[config.mk]
export PLATFORM = sky130hd
export DESIGN_NAME = swv_top
export DESIGN_NICKNAME = d
export VERILOG_FILES = /design/src/pkg/swv_pkg.sv /design/src/rtl/swv_top.sv /design/src/rtl/swv_crc8.sv /design/src/rtl/swv_crc16.sv
export SDC_FILE = /design/constraint.sdc
export NUM_CORES = 1
export LEC_CHECK = 0
export ABC_AREA = 1
export BUFFER_PORTS_ARGS = -buffer_cell sky130_fd_sc_hd__buf_2
export CORE_MARGIN = 8
export CORE_UTILIZATION = 40
export DETAILED_ROUTE_END_ITERATION = 10
export PLACE_DENSITY_LB_ADDON = 0.12
export REMOVE_ABC_BUFFERS = 1
export SLEW_MARGIN = 5
export SYNTH_ARGS = -nofsm -noshare
export SYNTH_HDL_FRONTEND = slang
export SYNTH_HIERARCHICAL = 1
export SYNTH_SLANG_ARGS = --single-unit
export TNS_END_PERCENT = 100
[constraint.sdc]
create_clock -name sys_clk -period 9.76 [get_ports sys_clk]
set_clock_uncertainty 0.2 [all_clocks]
set_input_delay 0.976 -clock sys_clk [delete_from_list [all_inputs] [get_ports sys_clk]]
set_output_delay 0.976 -clock sys_clk [all_outputs]
set_load 0.02 [all_outputs]
[src/pkg/swv_pkg.sv]
`default_nettype none
package swv_pkg;
  // ROM-level command bytes
  localparam logic [7:0] CMD_READ_ROM = 8'h33;
  localparam logic [7:0] CMD_MATCH_ROM = 8'h55;
  localparam logic [7:0] CMD_SKIP_ROM = 8'hcc;
  localparam logic [7:0] CMD_RESUME = 8'ha5;
  localparam logic [7:0] CMD_OD_SKIP = 8'h3c;
  localparam logic [7:0] CMD_OD_MATCH = 8'h69;
  // Memory function command bytes
  localparam logic [7:0] CMD_WRITE_PAD = 8'h0f;
  localparam logic [7:0] CMD_REFRESH_PAD = 8'ha3;
  localparam logic [7:0] CMD_READ_PAD = 8'haa;
  localparam logic [7:0] CMD_COPY_PAD = 8'h55;
  localparam logic [7:0] CMD_LOAD_SECRET = 8'h5a;
  // Sizes
  localparam int PAD_BYTES = 8;
  localparam int SECRET_BYTES = 8;
  localparam int PAGE_BYTES = 32;
  localparam int DATA_PAGES = 4;
  localparam int ROM_BYTES = 8;
  localparam int MAC_BYTES = 20;
  localparam int MAC_BITS = 160;
  // Transfer-status layout
  localparam logic [7:0] ES_FIXED_ONES = 8'h5f;
  localparam int PF_BIT = 5;
  localparam int AA_BIT = 7;
  localparam logic [7:0] TA1_KEEP_MASK = 8'hf8;
  localparam logic PF_RESET = 1'b1;
  localparam logic AA_RESET = 1'b0;
  // CRC polynomials, bit-reversed for LSB-first shifting
  localparam logic [7:0] CRC8_POLY = 8'h8c;
  localparam logic [15:0] CRC16_POLY = 16'ha001;
  // Read-scratchpad byte positions
  localparam logic [3:0] TX_TA1 = 4'h0;
  localparam logic [3:0] TX_TA2 = 4'h1;
  localparam logic [3:0] TX_ES = 4'h2;
  localparam logic [3:0] TX_PAD0 = 4'h3;
  localparam logic [3:0] TX_CRC_LO = 4'hb;
  localparam logic [3:0] TX_CRC_HI = 4'hc;

  typedef enum logic [3:0] {
    ST_IDLE = 4'b0000,
    ST_ROM = 4'b0001,
    ST_MATCH = 4'b0010,
    ST_FUNC = 4'b0011,
    ST_ADDR = 4'b0100,
    ST_DATA = 4'b0101,
    ST_MAC = 4'b0110,
    ST_TX = 4'b0111,
    ST_HOLD = 4'b1000
  } swv_state_e;

  function automatic logic [7:0] crc8Bit(logic [7:0] c, logic b);
    logic fb;
    fb = c[0] ^ b;
    return fb ? ((c >> 1) ^ CRC8_POLY) : (c >> 1);
  endfunction

  function automatic logic [15:0] crc16Bit(logic [15:0] c, logic b);
    logic fb;
    fb = c[0] ^ b;
    return fb ? ((c >> 1) ^ CRC16_POLY) : (c >> 1);
  endfunction
endpackage
`default_nettype wire

[src/rtl/swv_top.sv]
`timescale 1ns/1ns
`default_nettype none
module swv_top #(
  parameter logic [7:0] FAMILY_CODE = 8'h5a, // Arbitrary value
  parameter logic [47:0] SERIAL_NUMBER = 48'h0000_1234_5678 // Arbitrary
) (
  input wire logic sys_clk,
  input wire logic rst,
  input wire logic busReset,
  input wire logic stdSpeedReset,
  input wire logic rxValid,
  input wire logic [7:0] rxData,
  input wire logic rxPartial,
  output logic txValid,
  input wire logic txReady,
  output logic [7:0] txData,
  input wire logic [159:0] authCode,
  output logic overdriveMode,
  output logic copyStrobe,
  output logic secretLoadStrobe,
  output logic [15:0] targetAddr,
  output logic [63:0] scratchData,
  output logic [7:0] transferStatus
);
  swv_pkg::swv_state_e state_q, state_d;
  logic od_q, od_d;
  logic rc_q, rc_d;
  logic [7:0] ta1_q, ta1_d;
  logic [7:0] ta2_q, ta2_d;
  logic pf_q, pf_d;
  logic aa_q, aa_d;
  logic [7:0] pad_q [swv_pkg::PAD_BYTES];
  logic [7:0] pad_d [swv_pkg::PAD_BYTES];
  logic [4:0] cnt_q, cnt_d;
  logic [3:0] txIdx_q, txIdx_d;
  logic romTx_q, romTx_d;
  logic [7:0] txByte_q, txByte_d;
  logic [15:0] crc_q, crc_d;
  logic [159:0] mac_q, mac_d;
  logic copy_q, copy_d;
  logic sec_q, sec_d;
  logic [63:0] regNum;
  logic [63:0] padFlat;
  logic [7:0] romCrc;
  logic [7:0] romCheck;
  logic [15:0] crcSeed;
  logic [15:0] crcNext;
  logic [7:0] crcByte;
  logic [7:0] esValue;
  logic rxWhole;
  logic txFire;

  function automatic logic [7:0] romByte(logic [63:0] r, logic [2:0] i);
    return r[{i, 3'b000} +: 8];
  endfunction

  function automatic logic [7:0] padByte(logic [63:0] p, logic [3:0] i,
                                         logic [7:0] t1, logic [7:0] t2,
                                         logic [7:0] es, logic [15:0] c);
    logic [3:0] k;
    k = i - swv_pkg::TX_PAD0;
    case (i)
      swv_pkg::TX_TA1: return t1;
      swv_pkg::TX_TA2: return t2;
      swv_pkg::TX_ES: return es;
      swv_pkg::TX_CRC_LO: return ~c[7:0];
      swv_pkg::TX_CRC_HI: return ~c[15:8];
      default: return p[{k[2:0], 3'b000} +: 8];
    endcase
  endfunction

  swv_crc8 #(.NBITS(56)) uRomCrc (
    .dataIn({8'h00, SERIAL_NUMBER, FAMILY_CODE}),
    .crcOut(romCrc)
  );

  swv_crc8 #(.NBITS(64)) uRomCheck (
    .dataIn(regNum),
    .crcOut(romCheck)
  );

  swv_crc16 uCrc16 (
    .crcIn(crcSeed),
    .dataIn(crcByte),
    .crcOut(crcNext)
  );

  assign regNum = {romCrc, SERIAL_NUMBER, FAMILY_CODE};
  // Fixed ones plus the two live flags; no write path exists
  assign esValue = swv_pkg::ES_FIXED_ONES
                 | ({7'b0, aa_q} << swv_pkg::AA_BIT)
                 | ({7'b0, pf_q} << swv_pkg::PF_BIT);
  assign rxWhole = rxValid && !rxPartial;
  assign txValid = (state_q == swv_pkg::ST_TX);
  assign txFire = txValid && txReady;
  assign crcSeed = (state_q == swv_pkg::ST_FUNC) ? 16'h0000 : crc_q;
  assign crcByte = (state_q == swv_pkg::ST_TX) ? txByte_q : rxData;

  always_comb begin
    for (int i = 0; i < swv_pkg::PAD_BYTES; i++) begin
      padFlat[i*8 +: 8] = pad_q[i];
    end
  end

  always_comb begin
    state_d = state_q;
    od_d = od_q;
    rc_d = rc_q;
    ta1_d = ta1_q;
    ta2_d = ta2_q;
    pf_d = pf_q;
    aa_d = aa_q;
    pad_d = pad_q;
    cnt_d = cnt_q;
    txIdx_d = txIdx_q;
    romTx_d = romTx_q;
    txByte_d = txByte_q;
    crc_d = crc_q;
    mac_d = mac_q;
    copy_d = 1'b0;
    sec_d = 1'b0;
    if (busReset) begin
      state_d = swv_pkg::ST_ROM;
    end else begin
      case (state_q)
        swv_pkg::ST_IDLE: begin
          state_d = swv_pkg::ST_IDLE;
        end
        swv_pkg::ST_ROM: begin
          if (rxValid && rxPartial) begin
            state_d = swv_pkg::ST_HOLD;
          end else if (rxWhole) begin
            case (rxData)
              swv_pkg::CMD_READ_ROM: begin
                state_d = swv_pkg::ST_TX;
                romTx_d = 1'b1;
                txIdx_d = 4'h0;
                txByte_d = romByte(regNum, 3'd0);
              end
              swv_pkg::CMD_SKIP_ROM: begin
                state_d = swv_pkg::ST_FUNC;
              end
              swv_pkg::CMD_OD_SKIP: begin
                od_d = 1'b1;
                state_d = swv_pkg::ST_FUNC;
              end
              swv_pkg::CMD_MATCH_ROM, swv_pkg::CMD_OD_MATCH: begin
                if (rxData == swv_pkg::CMD_OD_MATCH) begin
                  od_d = 1'b1;
                end
                rc_d = 1'b0;
                cnt_d = 5'd0;
                state_d = swv_pkg::ST_MATCH;
              end
              swv_pkg::CMD_RESUME: begin
                state_d = rc_q ? swv_pkg::ST_FUNC : swv_pkg::ST_HOLD;
              end
              default: begin
                state_d = swv_pkg::ST_HOLD;
              end
            endcase
          end
        end
        swv_pkg::ST_MATCH: begin
          if (rxWhole && rxData == romByte(regNum, cnt_q[2:0])) begin
            if (cnt_q == 5'(swv_pkg::ROM_BYTES - 1)) begin
              rc_d = 1'b1;
              state_d = swv_pkg::ST_FUNC;
            end else begin
              cnt_d = cnt_q + 5'd1;
            end
          end else if (rxValid) begin
            state_d = swv_pkg::ST_HOLD;
          end
        end
        swv_pkg::ST_FUNC: begin
          if (rxValid && rxPartial) begin
            state_d = swv_pkg::ST_HOLD;
          end else if (rxWhole) begin
            crc_d = crcNext;
            cnt_d = 5'd0;
            case (rxData)
              swv_pkg::CMD_WRITE_PAD, swv_pkg::CMD_REFRESH_PAD: begin
                aa_d = 1'b0;
                pf_d = 1'b1;
                state_d = swv_pkg::ST_ADDR;
              end
              swv_pkg::CMD_READ_PAD: begin
                romTx_d = 1'b0;
                txIdx_d = swv_pkg::TX_TA1;
                txByte_d = ta1_q;
                state_d = swv_pkg::ST_TX;
              end
              swv_pkg::CMD_COPY_PAD: begin
                state_d = swv_pkg::ST_MAC;
              end
              swv_pkg::CMD_LOAD_SECRET: begin
                if (!pf_q) begin
                  sec_d = 1'b1;
                  aa_d = 1'b1;
                end
                state_d = swv_pkg::ST_HOLD;
              end
              default: begin
                state_d = swv_pkg::ST_HOLD;
              end
            endcase
          end
        end
        swv_pkg::ST_ADDR: begin
          if (rxValid && rxPartial) begin
            state_d = swv_pkg::ST_HOLD;
          end else if (rxWhole) begin
            crc_d = crcNext;
            if (cnt_q == 5'd0) begin
              ta1_d = rxData & swv_pkg::TA1_KEEP_MASK;
              cnt_d = 5'd1;
            end else begin
              ta2_d = rxData;
              cnt_d = 5'd0;
              state_d = swv_pkg::ST_DATA;
            end
          end
        end
        swv_pkg::ST_DATA: begin
          if (rxValid && rxPartial) begin
            pf_d = 1'b1;
            state_d = swv_pkg::ST_HOLD;
          end else if (rxWhole) begin
            pad_d[cnt_q[2:0]] = rxData;
            crc_d = crcNext;
            if (cnt_q == 5'(swv_pkg::PAD_BYTES - 1)) begin
              pf_d = 1'b0;
              romTx_d = 1'b0;
              txIdx_d = swv_pkg::TX_CRC_LO;
              txByte_d = ~crcNext[7:0];
              state_d = swv_pkg::ST_TX;
            end else begin
              cnt_d = cnt_q + 5'd1;
            end
          end
        end
        swv_pkg::ST_MAC: begin
          if (rxValid && rxPartial) begin
            state_d = swv_pkg::ST_HOLD;
          end else if (rxWhole) begin
            mac_d = {rxData, mac_q[159:8]};
            if (cnt_q == 5'(swv_pkg::MAC_BYTES - 1)) begin
              if (mac_d == authCode && !pf_q) begin
                copy_d = 1'b1;
                aa_d = 1'b1;
              end
              state_d = swv_pkg::ST_HOLD;
            end else begin
              cnt_d = cnt_q + 5'd1;
            end
          end
        end
        swv_pkg::ST_TX: begin
          if (txFire && romTx_q) begin
            if (txIdx_q == 4'(swv_pkg::ROM_BYTES - 1)) begin
              state_d = swv_pkg::ST_HOLD;
            end else begin
              txIdx_d = txIdx_q + 4'd1;
              txByte_d = romByte(regNum, txIdx_d[2:0]);
            end
          end else if (txFire) begin
            if (txIdx_q < swv_pkg::TX_CRC_LO) begin
              crc_d = crcNext;
            end
            if (txIdx_q == swv_pkg::TX_CRC_HI) begin
              state_d = swv_pkg::ST_HOLD;
            end else begin
              txIdx_d = txIdx_q + 4'd1;
              txByte_d = padByte(padFlat, txIdx_d, ta1_q, ta2_q, esValue,
                                 crc_d);
            end
          end
        end
        swv_pkg::ST_HOLD: begin
          state_d = swv_pkg::ST_HOLD;
        end
        default: begin
          state_d = swv_pkg::ST_IDLE;
        end
      endcase
    end
    if (stdSpeedReset) begin
      od_d = 1'b0;
    end
  end

  always_ff @(posedge sys_clk or posedge rst) begin
    if (rst) begin
      state_q <= swv_pkg::ST_IDLE;
      od_q <= 1'b0;
      rc_q <= 1'b0;
      ta1_q <= 8'h00;
      ta2_q <= 8'h00;
      pf_q <= swv_pkg::PF_RESET;
      aa_q <= swv_pkg::AA_RESET;
      for (int i = 0; i < swv_pkg::PAD_BYTES; i++) begin
        pad_q[i] <= 8'h00;
      end
      cnt_q <= 5'd0;
      txIdx_q <= 4'h0;
      romTx_q <= 1'b0;
      txByte_q <= 8'h00;
      crc_q <= 16'h0000;
      mac_q <= '0;
      copy_q <= 1'b0;
      sec_q <= 1'b0;
    end else begin
      state_q <= state_d;
      od_q <= od_d;
      rc_q <= rc_d;
      ta1_q <= ta1_d;
      ta2_q <= ta2_d;
      pf_q <= pf_d;
      aa_q <= aa_d;
      pad_q <= pad_d;
      cnt_q <= cnt_d;
      txIdx_q <= txIdx_d;
      romTx_q <= romTx_d;
      txByte_q <= txByte_d;
      crc_q <= crc_d;
      mac_q <= mac_d;
      copy_q <= copy_d;
      sec_q <= sec_d;
    end
  end

  assign txData = txByte_q;
  assign overdriveMode = od_q;
  assign copyStrobe = copy_q;
  assign secretLoadStrobe = sec_q;
  assign targetAddr = {ta2_q, ta1_q};
  assign scratchData = padFlat;
  assign transferStatus = esValue;
endmodule
`default_nettype wire

[src/rtl/swv_crc8.sv]
`timescale 1ns/1ns
`default_nettype none
module swv_crc8 #(
  parameter int NBITS = 56
) (
  input wire logic [63:0] dataIn,
  output logic [7:0] crcOut
);
  // Register cleared, bit 0 shifted in first
  always_comb begin
    crcOut = '0;
    for (int i = 0; i < NBITS; i++) begin
      crcOut = swv_pkg::crc8Bit(crcOut, dataIn[i]);
    end
  end
endmodule
`default_nettype wire

[src/rtl/swv_crc16.sv]
`timescale 1ns/1ns
`default_nettype none
module swv_crc16 (
  input wire logic [15:0] crcIn,
  input wire logic [7:0] dataIn,
  output logic [15:0] crcOut
);
  // Byte update, least significant bit first
  always_comb begin
    crcOut = crcIn;
    for (int i = 0; i < 8; i++) begin
      crcOut = swv_pkg::crc16Bit(crcOut, dataIn[i]);
    end
  end
endmodule
`default_nettype wire

# ---- Word level (Yosys, flattened, before mapping)
# Index checks and enable logic that the tools add are counted.
dict set report totals {
  wordCells 311
  ff_bits 281
}
dict set report op_classes {
  n_eq_ne 75
  shifts 3
  n_bitwise 24
  n_mux 142
  add_sub_neg 3
  n_reduce_logical 38
  order_cmp 3
}
# operator n
set ops {}
lappend ops {{16-bit two-way mux} 18}
lappend ops {{160-bit == test} 1}
lappend ops {{4-bit two-way mux} 35}
lappend ops {{64-bit by 7-bit variable part select with 8-bit output (first input constant)} 2}
lappend ops {{8-bit two-way mux} 15}
lappend ops {{5-bit two-way mux} 14}
lappend ops {{64-bit bitwise mux} 1}
lappend ops {{64-bit by 7-bit variable part select with 8-bit output} 1}
lappend ops {{1-bit two-way mux} 44}
lappend ops {{2-bit != test (second input constant)} 20}
lappend ops {{8-bit one-hot mux with 5 select lines} 1}
lappend ops {{4-bit != test (second input constant)} 9}
lappend ops {{8-bit == test (second input constant)} 4}
lappend ops {{16-bit one-hot mux with 2 select lines} 1}
lappend ops {{4-bit one-hot mux with 4 select lines} 2}
lappend ops {{4-bit one-hot mux with 8 select lines} 1}
lappend ops {{8-bit one-hot mux with 4 select lines} 1}
lappend ops {{5-bit one-hot mux with 6 select lines} 1}
lappend ops {{8-bit demux with 3-bit select} 1}
lappend ops {{8-bit by 7-bit == test with 1-bit output (second input constant)} 3}
lappend ops {{2-bit inverter with 3-bit output} 8}
lappend ops {{8-bit inverter} 3}
lappend ops {{4-bit by 3-bit == test with 1-bit output (second input constant)} 5}
lappend ops {{3-bit != test (second input constant)} 6}
lappend ops {{44 further kinds} 91}

# ---- Depth between registers and ports, before layout
dict set report depth {
  ltp_word 29
  ltp_mapped 66
  depth_no_buf 66
}

# ---- Hierarchy
# Netlist, hierarchy kept.
# module area_per_inst_um2 cells_each n_inst seq_area_each_um2
set by_module_without_submodules {}
lappend by_module_without_submodules {swv_top 16268.1 2434 1 6832.8}
lappend by_module_without_submodules {swv_crc8 2798.9 517 1 0.0}
lappend by_module_without_submodules {swv_crc16 570.5 74 1 0.0}

# ---- Worst setup path after synthesis
# No wires, ideal clock.
dict set report synth_path {
  path_type {register to register}
  start {reg state_q[1]}
  end {reg txByte_q[0] (netlist: txData[0])}
  synth_period_minus_slack_ns 3.747
  path_slack_ns 6.013
  arrival_time_ns 3.431
  path_stages_with_launch 33
  setup_ns 0.116
  cell_sequence {dfrtp_1 nand2_1 inv_1 nand2_1 buf_6 inv_2 buf_2 clkbuf_1 o21ai_0 xnor2_1 nand2_2 nand2_4 nand2_4 nand3_1 nand3_2 nand2_2 nand2_2 nand3_4 nand2_4 nand2_2 nand3_1 nand2_1 inv_1 nand2_1 o21ai_0 nand2_1 nand2_1 nor2_1 nand3_1 nand2_1 nand2_1 nand2_1 nand2_1}
}
dict set report synth_via {
  elab_cells_between_ends 62
}
# item line_no
set synth_lines {}
lappend synth_lines {{start: declaration} swv_top.sv:25} ;# swv_pkg::swv_state_e state_q, state_d;
lappend synth_lines {{start signal: assignment} swv_top.sv:295} ;# state_q <= swv_pkg::ST_IDLE;
lappend synth_lines {{start signal: assignment} swv_top.sv:314} ;# state_q <= state_d;
lappend synth_lines {{4-bit by 3-bit == test with 1-bit output *} swv_top.sv:94} ;# assign txValid = (state_q == swv_pkg::ST_TX);
lappend synth_lines {{net txValid} swv_top.sv:14} ;# output logic txValid,
lappend synth_lines {{8-bit two-way mux *} swv_top.sv:97} ;# assign crcByte = (state_q == swv_pkg::ST_TX) ? txByte_q : rxData;
lappend synth_lines {{net crcByte[1]} swv_top.sv:48} ;# logic [7:0] crcByte;
lappend synth_lines {{1-bit bitwise XOR *} swv_pkg.sv:62} ;# fb = c[0] ^ b;
lappend synth_lines {{16-bit two-way mux *} swv_pkg.sv:63} ;# return fb ? ((c >> 1) ^ CRC16_POLY) : (c >> 1);
lappend synth_lines {{1-bit bitwise XOR *} swv_pkg.sv:62}
lappend synth_lines {{16-bit two-way mux *} swv_pkg.sv:63}
lappend synth_lines {{[... 10 more ...]} n/a}
lappend synth_lines {{net crcNext[0]} swv_top.sv:47} ;# logic [15:0] crcNext;
lappend synth_lines {{[... 3 more ...]} n/a}
lappend synth_lines {{16-bit two-way mux} swv_top.sv:125} ;# case (state_q)
lappend synth_lines {{16-bit two-way mux} swv_top.sv:122} ;# if (busReset) begin
lappend synth_lines {{8-bit inverter} swv_top.sv:66} ;# swv_pkg::TX_CRC_LO: return ~c[7:0];
lappend synth_lines {{8-bit one-hot mux with 5 select lines} swv_top.sv:62} ;# case (i)
lappend synth_lines {{8-bit two-way mux} swv_top.sv:271} ;# if (txIdx_q == swv_pkg::TX_CRC_HI) begin
lappend synth_lines {{8-bit two-way mux} swv_top.sv:267} ;# end else if (txFire) begin
lappend synth_lines {{8-bit two-way mux} swv_top.sv:260} ;# if (txFire && romTx_q) begin
lappend synth_lines {{8-bit one-hot mux with 4 select lines *} swv_top.sv:125}
lappend synth_lines {{end signal: assignment} swv_top.sv:325} ;# txByte_q <= txByte_d;
lappend synth_lines {{end: declaration} swv_top.sv:37} ;# logic [7:0] txByte_q, txByte_d;
# Mark *: on every way through the listed nets, which the timed path passes. The rest lies on a longest branch. The select of a mux whose other input is x is not followed.
# A chain may end at the register's enable or synchronous reset.

# ---- Final worst setup path
dict set report layout_path {
  start {reg state_q[1]}
  end {reg txByte_q[0] (netlist: txData[0])}
}
dict set report layout_via {
  elab_chain_len 29
  elab_cells_between_ends 62
}
# item line_no
set layout_rtl {}
lappend layout_rtl {{4-bit by 3-bit == test with 1-bit output *} swv_top.sv:97}
lappend layout_rtl {{8-bit two-way mux *} swv_top.sv:97}
lappend layout_rtl {{net crcByte[0]} swv_top.sv:48}
lappend layout_rtl {{1-bit bitwise XOR *} swv_pkg.sv:62}
lappend layout_rtl {{16-bit two-way mux *} swv_pkg.sv:63}
lappend layout_rtl {{1-bit bitwise XOR *} swv_pkg.sv:62}
lappend layout_rtl {{16-bit two-way mux *} swv_pkg.sv:63}
lappend layout_rtl {{1-bit bitwise XOR *} swv_pkg.sv:62}
lappend layout_rtl {{[... 11 more ...]} n/a}
lappend layout_rtl {{net crcNext[0]} swv_top.sv:47}
lappend layout_rtl {{[... 3 more ...]} n/a}
lappend layout_rtl {{16-bit two-way mux} swv_top.sv:125}
lappend layout_rtl {{16-bit two-way mux} swv_top.sv:122}
lappend layout_rtl {{8-bit inverter} swv_top.sv:66}
lappend layout_rtl {{8-bit one-hot mux with 5 select lines} swv_top.sv:62}
lappend layout_rtl {{8-bit two-way mux} swv_top.sv:271}
lappend layout_rtl {{8-bit two-way mux} swv_top.sv:267}
lappend layout_rtl {{8-bit two-way mux} swv_top.sv:260}
lappend layout_rtl {{8-bit one-hot mux with 4 select lines *} swv_top.sv:125}
# Marks and branches as above.

==> impl_metrics.yaml <==
global_route:
  grt_pass1_vias: 18264
  top_usage_layer: "met2"
  gr-usage-met2: 0.3581
  grt.total_usage: 0.2172
  grt_first_pass_wirelength_um: 99360
  grt_overflow_total: 0
  grt.met3_usage: 0.03903
  grt_start_max_net_pins: 145
  use_met1: 0.2921
  grt_antenna_before_repair: 19
synth:
  synth-warning-count: 6
  ys_seq_area_frac: 0.3479
  syn_inst: 3025
  synth_cell_type_count: 52
  syn_avg_cell_area_um2: 6.492
  synth_enable_flop_cells: 0
  ys_async_sr_fraction: 1.000
  yosysTopAreaCell: "dfrtp_1"
  synth_area_leaders: "dfrtp_1, nand2_1, inv_1, o21ai_0, nand3_1"
  yosysMostFrequentCell: "nand2_1"
  synth_top_area_share: 0.3466
  synth-main-ff-cell: "dfrtp_1"
  syn_area_um2: 19640
  synth_common_cells: "nand2_1, inv_1, o21ai_0"
  ys_seq_elements: 273
drt:
  routedWlPerCell_um: 15.46
  dr.pass1.iters: 6
  dr_total_vias: 19353
  detail-route-antenna-nets: 0
  wirelength_um: 62630
  drc: 0
  drt-initial-drc-count: 1390
  via_per_inst: 4.777
floorplanning:
  pin_count: 275
  row_count: 81
  start_util: 0.4028
  die_w_um: 237.6
  die_h_um: 237.6
  fp.dieArea_um2: 56440
  core_um2: 48750
finish:
  fin_util: 0.4700
  syn_to_final_growth_pct: 16.67
  drive_above_1_share: 0.1563
  nets: 3540
  design_area_um2: 22910
sta:
  fin_ws_ns: 5.430
  min_period_ns: 4.330
  finalSetupViolations: 0
  max_freq_mhz: 231.0
  worst_pin_slew_ns: 1.112
  max_slew_margin: 0.2567
  timing.final.crit_share: 0.4436
  whs_ns: 0.2807
  hold_viol: 0
  slew_viol_final: 0
  rsz0062_at_grt: "false"
cts:
  htree_levels: 1
  clk_path_buf_depth: 3
  clk_latency_ns: 0.58
  clock-sinks: 273
  cts.repair.resized: 0
  post_cts_buffers: 0
  cts_tree: "built"
  clk_pin_slew_ns: 0.07
  cts_inserted_buffers: 31
  cts-root-buf: "clkbuf_16"
  hold_buffers: 0
hold_path:
  hp-class: "reg -> reg"
pwr:
  peakVddDrop_v: 0.0008607
  power_density_nw_per_um2: 381.6
  total_power_uw: 8743
  p_leak_uw: 0.01267
run:
  drv_cap: 0
worst_setup_path:
  worst-path-max-fanout: 31
  worst_setup_path_end_kind: "flip-flop"
  start_kind: "flip-flop"
  arrival_ns: 4.61
  cpPeakStageDelay_ns: 0.45
  cp_common_cell: "nand2_1"
  crit_type: "reg -> reg"
  slowest_stage: "dfrtp_1"
  required_ns: 10.04
place:
  gp_congestion: 0.9177
  dpl_cell_area_um2: 21830
  dp_hpwl_um: 47780
  io_buffers: 265
  post-place-ws_ns: 5.464
run_status:
  status: "completed"
[state kept, by name, summed over array words and instances, names as in the netlist, 4 cells and up]
signal       count
mac_q          152
ta1_q            5
txData           8
ta2_q            8
crc_q           16
scratchData     64
cnt_q            5
txIdx_q          4
state_q          4
[cell families (layout without fill, tap and decap cells)]
| kind of cell | Yosys count | count (layout) | synth area share |
|---|---|---|---|
| flops | 273 | 273 | 0.3479 |
| other cells | 2 | 132 | 0.0003824 |
| compound gates | 389 | 389 | 0.1047 |
| buf+inv | 549 | 781 | 0.1129 |
| fa+ha+maj | 9 | 9 | 0.005734 |
| xor+xnor | 73 | 73 | 0.03995 |
| simple gates | 1730 | 1730 | 0.3884 |
[placed cells by master (no fill, tap or decap), types with 9 or more instances in the layout]
| master | n |
|---|---|
| o211ai_1 | 18 |
| nor2_2 | 11 |
| ha_1 | 9 |
| nand3_2 | 28 |
| conb_1 | 124 |
| nand3b_1 | 14 |
| buf_4 | 9 |
| nand2_4 | 23 |
| or2_2 | 9 |
| o21ai_1 | 27 |
| nor2_1 | 205 |
| nand3_1 | 214 |
| nand2_2 | 62 |
| nand2_1 | 1121 |
| xor2_1 | 39 |
| dfrtp_1 | 272 |
| o21ai_0 | 290 |
| a21oi_1 | 34 |
| nand4_1 | 16 |
| inv_1 | 418 |
| xnor2_1 | 23 |
| clkbuf_16 | 31 |
| inv_2 | 28 |
| buf_2 | 265 |
[through the flow]
step / std cells / setup TNS, ns
6_report: 4051 / 0
5_1_grt: 4047 / 0
4_1_cts: 4043 / 0
3_5_place_dp: 3987 / 0
3_3_place_gp: 3987 / 0
2_1_floorplan: 3048 / -42.93
[worst paths after layout]
path                            slack, ns          to  cells past startpoint  startpoint
worst max register to register       5.43   txData[0]                     32  state_q[1]
worst min register to register       0.28   mac_q[89]                      2   mac_q[97]
min in group asynchronous            0.41   mac_q[13]                      2         rst
worst min-delay path                 0.28   mac_q[89]                      2   mac_q[97]
worst max-delay path                 5.43   txData[0]                     32  state_q[1]
max in group asynchronous            7.54  mac_q[129]                      3         rst
[per-layer routing]
metal,routed length (um),part of all wire
met4,1224,0.020
met3,3993,0.064
met2,29100,0.46
met5,159,0.0025
met1,28160,0.45
[power breakdown]
| part | switching, uW | internal [uW] |
|---|---|---|
| Sequential | 28.1 | 1170 |
| Combinational | 4320 | 2000 |
| Clock | 502 | 720 |
| Total | 4850 | 3890 |
[area by class of cell]
class	instances	area [um2]
timing repair buffer	275	1414
antenna	8	20.02
fill	5104	25840
tap	664	830.8
clock inverter	14	160.2
multi-input combinational	2325	11050
clock buffer	42	897.1
inverter	450	1704
sequential	273	6833
[critical path: cells and delay by family, from the launching register on]
family	cells	cell delay, ns
AOI/OAI and AO/OA	2	0.53
buffers and inverters	4	0.57
DFF	1	0.45
and+or+nand+nor	26	2.49
No activity file was read; power rests on OpenSTA's default activity.
